## config.mk

```make
export PLATFORM = sky130hd
export DESIGN_NAME = laser_sensor_flat
export DESIGN_NICKNAME = d
export VERILOG_FILES = /design/src/common/laser_pkg.sv /design/src/common/laser_if.sv /design/src/hw/laser_sensor.sv /design/src/flat_wrapper.sv
export SDC_FILE = /design/constraint.sdc
export NUM_CORES = 1
export LEC_CHECK = 0
export ABC_AREA = 1
export BUFFER_PORTS_ARGS = -buffer_cell sky130_fd_sc_hd__buf_4
export CORE_MARGIN = 2
export CORE_UTILIZATION = 55
export DETAILED_ROUTE_END_ITERATION = 8
export PLACE_DENSITY = 0.79
export SETUP_SLACK_MARGIN = 0.05
export SLEW_MARGIN = 15
export SYNTH_ARGS = -nofsm -noshare
export SYNTH_HDL_FRONTEND = slang
export SYNTH_SLANG_ARGS = --single-unit
```

## constraint.sdc

```tcl
create_clock -name core_clk -period 4.1 [get_ports core_clk]
set_clock_uncertainty 0.15 [all_clocks]
set_input_delay 0.615 -clock core_clk [delete_from_list [all_inputs] [get_ports core_clk]]
set_output_delay 0.615 -clock core_clk [all_outputs]
set_load 0.02 [all_outputs]
```

## src/common/laser_pkg.sv

```systemverilog
// How it works
// - Two drive modes chosen by one bit
// - Continuous mode: laser on unless powered down
// - Gated mode: laser on only during exposure
// - Gated mode after reset; host keeps it
// - Short at bin pin or laser pin to gnd kills drive, disconnect
// - Disconnect output low in normal operation
// - Config A write starts laser pin test
// - Host loads 1986-byte image after reset
// - No laser drive or navigation until image fully loaded
// - Host sources image from its own store
// - Host calibrates in continuous mode, both configs
// - Power-down input is active low
package laser_pkg;
  // ****************************************
  // Sizes and reset values
  // ****************************************
  localparam int unsigned IMAGE_BYTES = 1986;
  localparam int unsigned IMG_AW = 11;
  localparam logic MODE_RST = 1'b0;
  localparam logic MODE_CONT = 1'b1;
  localparam logic MODE_GATED = 1'b0;
  localparam logic [7:0] CFG_A_RST = 8'h00;
  localparam logic [7:0] CFG_B_RST = 8'h00;
  // Self-test phase length in core cycles
  localparam int unsigned TEST_PHASE_CYC = 4;
  localparam logic [2:0] TEST_PHASE_CNT = 3'(TEST_PHASE_CYC);
  // Config write port addresses
  localparam logic [1:0] ADR_MODE = 2'h0;
  localparam logic [1:0] ADR_CFG_A = 2'h1;
  localparam logic [1:0] ADR_CFG_B = 2'h2;
  localparam logic [1:0] ADR_IMAGE = 2'h3;
endpackage

```

## src/common/laser_if.sv

```systemverilog
`timescale 1ns/1ps
`default_nettype none
// Host-to-sensor link: write strobe with address and byte, plus pins
interface laser_if;
  logic wr_stb;
  logic [1:0] wr_adr;
  logic [7:0] wr_dat;
  logic wr_rdy;
  logic powerdown_pin_n;
  logic image_loaded;
  logic fault;
  logic test_busy;
  modport sensor(input wr_stb, wr_adr, wr_dat, powerdown_pin_n,
                 output wr_rdy, image_loaded, fault, test_busy);
  modport host(output wr_stb, wr_adr, wr_dat, powerdown_pin_n,
               input wr_rdy, image_loaded, fault, test_busy);
endinterface
`default_nettype wire

```

## src/hw/laser_sensor.sv

```systemverilog
`timescale 1ns/1ps
`default_nettype none
module laser_sensor (
  input wire logic core_clk, // 100 MHz core clock
  input wire logic rst, // Synchronous reset, active high
  laser_if.sensor lnk, // Host link
  input wire logic frame_expose, // Exposure window from frame timer
  input wire logic bin_short_raw, // Async comparator: bin pin shorted
  input wire logic current_short_raw, // Async comparator: laser pin to gnd
  input wire logic current_high_raw, // Async comparator: laser pin to supply
  input wire logic detector_ok_raw, // Async detector self-check reply
  output logic laser_drive_en, // Laser current source enable
  output logic laser_supply_disconnect, // Active high turns PNP off
  output logic detector_stim, // Injects fault into detector during the detector phase of the test
  output logic [7:0] power_a, // Applied power config A
  output logic [7:0] power_b, // Applied power config B
  output logic nav_enable // Navigation core may run
);
  typedef enum logic [1:0] {T_IDLE, T_GND, T_SUP, T_DET} test_t;

  logic [7:0] image_mem [laser_pkg::IMAGE_BYTES];
  logic [laser_pkg::IMG_AW-1:0] img_cnt_r;
  logic loaded_r, mode_r, fault_r;
  logic [7:0] cfg_a_r, cfg_b_r;
  test_t tst_r, tst_nxt;
  logic [2:0] tcnt_r;
  logic [3:0] s1_r, s2_r;
  logic pd_s1_r, pd_s2_r;

  // ****************************************
  // Input synchronisers
  // ****************************************
  always_ff @(posedge core_clk) begin
    s1_r <= {detector_ok_raw, current_high_raw, current_short_raw,
             bin_short_raw};
    s2_r <= s1_r;
    pd_s1_r <= lnk.powerdown_pin_n;
    pd_s2_r <= pd_s1_r;
  end
  // Only the second stage is read below: the first may be metastable.
  // The two-cycle lag means a short is cut three cycles after it
  // appears, which is well inside the time a shorted pin needs to
  // push the laser past its power limit.

  wire powered_up = pd_s2_r;
  wire wr_mode = lnk.wr_stb && lnk.wr_adr == laser_pkg::ADR_MODE;
  wire wr_a = lnk.wr_stb && lnk.wr_adr == laser_pkg::ADR_CFG_A;
  wire wr_b = lnk.wr_stb && lnk.wr_adr == laser_pkg::ADR_CFG_B;
  wire wr_img = lnk.wr_stb && lnk.wr_adr == laser_pkg::ADR_IMAGE;
  wire img_last = img_cnt_r ==
      laser_pkg::IMG_AW'(laser_pkg::IMAGE_BYTES - 1);
  wire phase_end = tcnt_r == laser_pkg::TEST_PHASE_CNT - 3'h1;
  // Test failures: short seen on pin, or detector not answering stim
  wire t_fail = (tst_r == T_GND && s2_r[1]) ||
                (tst_r == T_SUP && s2_r[2]) ||
                (tst_r == T_DET && phase_end && !s2_r[3]);
  wire cont_fault = s2_r[0] || s2_r[1];
  wire gate = (mode_r == laser_pkg::MODE_CONT) ? 1'b1 : frame_expose;

  // ****************************************
  // Image download; drive and navigation wait until full
  // ****************************************
  always_ff @(posedge core_clk) begin
    if (rst) begin
      img_cnt_r <= '0;
      loaded_r <= 1'b0;
    end else if (wr_img && !loaded_r) begin
      img_cnt_r <= img_cnt_r + 1'b1;
      if (img_last) begin
        loaded_r <= 1'b1;
      end
    end
  end
  // Memory has no reset: content is only valid once loaded
  always_ff @(posedge core_clk) begin
    if (wr_img && !loaded_r) begin
      image_mem[img_cnt_r] <= lnk.wr_dat;
    end
  end

  // ****************************************
  // Configuration writes
  // ****************************************
  always_ff @(posedge core_clk) begin
    if (rst) begin
      mode_r <= laser_pkg::MODE_RST;
      cfg_a_r <= laser_pkg::CFG_A_RST;
      cfg_b_r <= laser_pkg::CFG_B_RST;
    end else begin
      if (wr_mode) begin
        mode_r <= lnk.wr_dat[0];
      end
      if (wr_a) begin
        cfg_a_r <= lnk.wr_dat;
      end
      if (wr_b) begin
        cfg_b_r <= lnk.wr_dat;
      end
    end
  end

  // ****************************************
  // Self-test sequencer, restarted by each A write
  // ****************************************
  always_comb begin
    tst_nxt = tst_r;
    if (wr_a) begin
      tst_nxt = T_GND;
    end else if (phase_end || t_fail) begin
      case (tst_r)
        T_GND: tst_nxt = t_fail ? T_IDLE : T_SUP;
        T_SUP: tst_nxt = t_fail ? T_IDLE : T_DET;
        T_DET: tst_nxt = T_IDLE;
        default: tst_nxt = T_IDLE;
      endcase
    end
  end
  always_ff @(posedge core_clk) begin
    if (rst) begin
      tst_r <= T_IDLE;
      tcnt_r <= 3'h0;
    end else begin
      tst_r <= tst_nxt;
      tcnt_r <= (tst_nxt != tst_r || wr_a) ? 3'h0 : tcnt_r + 3'h1;
    end
  end

  // Fault is sticky until reset, so a glitching short cannot re-arm it
  always_ff @(posedge core_clk) begin
    if (rst) begin
      fault_r <= 1'b0;
    end else if (cont_fault || t_fail) begin
      fault_r <= 1'b1;
    end
  end

  // ****************************************
  // Outputs
  // ****************************************
  always_ff @(posedge core_clk) begin
    if (rst) begin
      laser_drive_en <= 1'b0;
      laser_supply_disconnect <= 1'b0;
      power_a <= laser_pkg::CFG_A_RST;
      power_b <= laser_pkg::CFG_B_RST;
      nav_enable <= 1'b0;
    end else begin
      laser_drive_en <= loaded_r && powered_up && gate && !fault_r &&
                        !cont_fault && tst_r == T_IDLE;
      laser_supply_disconnect <= fault_r || cont_fault;
      power_a <= cfg_a_r;
      power_b <= cfg_b_r;
      nav_enable <= loaded_r && powered_up;
    end
  end

  assign detector_stim = tst_r == T_DET;
  assign lnk.wr_rdy = 1'b1;
  assign lnk.image_loaded = loaded_r;
  assign lnk.fault = fault_r;
  assign lnk.test_busy = tst_r != T_IDLE;
endmodule
`default_nettype wire

```

## src/flat_wrapper.sv

```systemverilog
// flat-port wrapper written by rule: the top's interface ports become plain ports
module laser_sensor_flat 
  (core_clk, rst, frame_expose, bin_short_raw, current_short_raw, current_high_raw, detector_ok_raw, laser_drive_en, laser_supply_disconnect, detector_stim, power_a, power_b, nav_enable, lnk_wr_stb, lnk_wr_adr, lnk_wr_dat, lnk_powerdown_pin_n, lnk_wr_rdy, lnk_image_loaded, lnk_fault, lnk_test_busy);
  laser_if lnk_i ();
  input wire logic core_clk;
  input wire logic rst;
  input wire logic frame_expose;
  input wire logic bin_short_raw;
  input wire logic current_short_raw;
  input wire logic current_high_raw;
  input wire logic detector_ok_raw;
  output logic laser_drive_en;
  output logic laser_supply_disconnect;
  output logic detector_stim;
  output logic [7:0] power_a;
  output logic [7:0] power_b;
  output logic nav_enable;
  input wire logic [$bits(lnk_i.wr_stb)-1:0] lnk_wr_stb;
  input wire logic [$bits(lnk_i.wr_adr)-1:0] lnk_wr_adr;
  input wire logic [$bits(lnk_i.wr_dat)-1:0] lnk_wr_dat;
  input wire logic [$bits(lnk_i.powerdown_pin_n)-1:0] lnk_powerdown_pin_n;
  output wire logic [$bits(lnk_i.wr_rdy)-1:0] lnk_wr_rdy;
  output wire logic [$bits(lnk_i.image_loaded)-1:0] lnk_image_loaded;
  output wire logic [$bits(lnk_i.fault)-1:0] lnk_fault;
  output wire logic [$bits(lnk_i.test_busy)-1:0] lnk_test_busy;
  assign lnk_i.wr_stb = lnk_wr_stb;
  assign lnk_i.wr_adr = lnk_wr_adr;
  assign lnk_i.wr_dat = lnk_wr_dat;
  assign lnk_i.powerdown_pin_n = lnk_powerdown_pin_n;
  assign lnk_wr_rdy = lnk_i.wr_rdy;
  assign lnk_image_loaded = lnk_i.image_loaded;
  assign lnk_fault = lnk_i.fault;
  assign lnk_test_busy = lnk_i.test_busy;
  laser_sensor u_core (.core_clk(core_clk), .rst(rst), .lnk(lnk_i), .frame_expose(frame_expose), .bin_short_raw(bin_short_raw), .current_short_raw(current_short_raw), .current_high_raw(current_high_raw), .detector_ok_raw(detector_ok_raw), .laser_drive_en(laser_drive_en), .laser_supply_disconnect(laser_supply_disconnect), .detector_stim(detector_stim), .power_a(power_a), .power_b(power_b), .nav_enable(nav_enable));
endmodule
```

==> impl_results.md <==
- Fin cells: 364
- # rows: 23
- Unrepaired setup endpoints after global routing: false
- Final setup violation count: 0
- Max cap viols: 0
- Nets: 336
- Number of flops mapped to enable cells by yosys: 0
- Via count of the first global-routing pass: 1707
- Sequential area share after synthesis: 0.557
- Die area: 4710 um2
- Hold Crit Class: reg2reg
- Largest net degree at the start of global routing: 29
- Global-route wire length before repair: 7070 um
- Period utilisation layout: 0.504
- Leak: 1.18 nW
- CTS root buffer: clkbuf_8
- Cells resized by post-CTS repair: 0
- Final GP Congestion: 0.824
- Max Fclk: 484 MHz
- Overflow after GRT: 0
- Fin Setup TNS: 0 ps
- H-tree levels: 3
- Crit path arrival time: 1300 ps
- Worst skew pair latency: 350 ps
- Dpl ws: 2080 ps
- Fin. max-slew vios: 0
- Initial antenna violation count: 0
- Hold buffer count at CTS: 0
- Antenna viol nets, final: 0
- GR Util All Layers: 0.210
- Pwr Density: 453 nW/um2
- Number of distinct library cells after synthesis: 29
- Post-layout min period: 2070 ps
- Port bufs: 41
- Syn avg cell area: 8.65 um2
- Startpoint Class: register
- Io pins: 43
- Core area: 4000 um2
- CTS tree: built
- Worst vdd ir: 0.294 mV
- Synth Flop Type: dfxtp_1
- Worst-path fanout max: 5
- Slew @ Worst Pin: 590 ps
- Synth Register Bits: 64
- Setup CP Type: reg2out
- Clock sinks: 64
- Mapped Nets: 293
- Post-synth ARST share: 0
- Clock transition at path regs: 70 ps
- Max clock buf depth: 2
- Slew headroom: 0.606
- N_diodes: 0
- Synth warn: 0
- Critical Path End Type: output port
- Initial Utilization: 0.575
- Final wirelength: 4170 um
- Synth Instances: 266
- Initial drt markers: 106
- Die Span Y: 68.7 um
- Mapped Area: 2300 um2
- Postcts setup bufs: 0
- Share of cells above drive strength 1: 0.220
- DR pass1 iterations: 4
- Dpl cells: 348
- Via density: 4.94
- Drc violations: 0
- Final hold violation count: 0
- FILL cells: 322
- CTS Buf Count: 9
- Die W: 68.7 um
- DR WL/cell: 11.5 um
- Synth-to-layout area growth: 23.2%
- Worst EP required: 3340 ps
- Vias: 1799
- Final WS setup: 2030 ps
- Status: completed
- Hpwl dp: 2940 um
-- stage by stage --
stage	hold slack [ps]	cell area, um2	total power [W]	util
after global placement	161	2630	0.000751	0.657
after floorplan	160	2300	0.000719	-
after CTS	180	2830	0.00130	0.708
after detailed placement	163	2630	0.000754	0.657
after global routing	194	2830	0.00134	0.708
final	178	2830	0.00128	0.708
-- critical path, stage by stage (launching register included) --
cell,delay (ps)
dfxtp_1,420
inv_1,110
ha_1,220
inv_1,70
buf_4,130
-- layer usage --
| metal | vias to the layer above | wire (um) | GRT usage |
|---|---|---|---|
| met5 | - | 0 | 0 |
| met4 | 0 | 68 | 0.110 |
| met3 | 8 | 263 | 0.0844 |
| met2 | 48 | 1980 | 0.335 |
| met1 | 799 | 1870 | 0.241 |
| li1 | 944 | - | - |
-- power breakdown --
| part | switching, W | total (W) | internal, W |
|---|---|---|---|
| clock | 0.000258 | 0.000544 | 0.000285 |
| combinational | 0.0000515 | 0.0000864 | 0.0000349 |
| sequential | 0.00000762 | 0.000653 | 0.000646 |
-- path summary, 6_finish.rpt --
check                        startpoint  depth (start not counted)                          end  slack [ps]
min reg2reg      u_core.pd_s1_r$_DFF_P_                          0       u_core.pd_s2_r$_DFF_P_         180
min              u_core.pd_s1_r$_DFF_P_                          0       u_core.pd_s2_r$_DFF_P_         180
max          u_core.tst_r[1]$_SDFF_PP0_                          4                lnk_test_busy        2030
max reg2reg  u_core.tst_r[0]$_SDFF_PP0_                         11  u_core.tcnt_r[2]$_SDFF_PP0_        2080
-- cell usage after synthesis (2+ instances only) --
| cell type | number | area [um2] |
|---|---|---|
| a21oi_1 | 26 | 130 |
| buf_2 | 2 | 10.0 |
| clkbuf_1 | 6 | 22.5 |
| dfxtp_1 | 64 | 1280 |
| ha_1 | 8 | 100 |
| inv_1 | 41 | 154 |
| inv_2 | 2 | 7.51 |
| nand2_1 | 19 | 71.3 |
| nand2_2 | 3 | 18.8 |
| nand3_1 | 10 | 50.1 |
| nand4_1 | 3 | 18.8 |
| nor2_1 | 32 | 120 |
| nor3_1 | 7 | 35.0 |
| nor3_2 | 2 | 20.0 |
| nor4_1 | 2 | 12.5 |
| o21ai_0 | 24 | 120 |
| o21ai_1 | 3 | 15.0 |
-- registers in the layout, indices dropped and copies added (netlist names), 2 cells and up --
signal	cells
u_core.cfg_b_r	8
u_core.power_a	8
u_core.img_cnt_r	11
u_core.power_b	8
u_core.tcnt_r	3
u_core.tst_r	2
u_core.s1_r	4
u_core.cfg_a_r	8
u_core.s2_r	4
-- cell usage in the layout (no fill, tap or decap) --
cell type,instances
bufinv_16,1
o21ai_1,3
ha_1,8
nor3_2,2
nor4_1,2
nand4_1,3
o21ai_0,24
conb_1,1
o32ai_1,1
a21oi_1,26
nand3_2,1
nand3_1,10
nand2_1,19
dfxtp_1,64
clkinv_4,1
nor3b_2,1
inv_2,2
nand2_2,3
o2111a_1,1
inv_1,41
nor3_4,1
o21ba_2,1
xnor2_1,1
clkinvlp_4,3
nor3_1,7
nor2_4,1
a31oi_1,1
inv_6,2
clkbuf_8,9
nor2_1,32
buf_4,41
and3_1,1
-- cells by family after synthesis --
logic type | synth area share
buffers and inverters | 0.0876
AND/OR/NAND/NOR | 0.175
XOR/XNOR | 0.00381
other | 0.00163
AO/OA/AOI/OAI | 0.131
flip-flops | 0.557
adder cells (fa/ha/maj) | 0.0435
-- cell type report --
| cell class | count | area [um2] | area share |
|---|---|---|---|
| repair buffers | 41 | 308 | 0.109 |
| well taps | 50 | 62.6 | 0.0221 |
| inverters | 43 | 161 | 0.0570 |
| flip-flops and latches | 64 | 1280 | 0.452 |
| multi-input cells | 150 | 817 | 0.288 |
| clock buffers | 9 | 124 | 0.0437 |
| clock inverters | 7 | 78.8 | 0.0278 |
No activity file was read; power rests on OpenSTA's default activity.
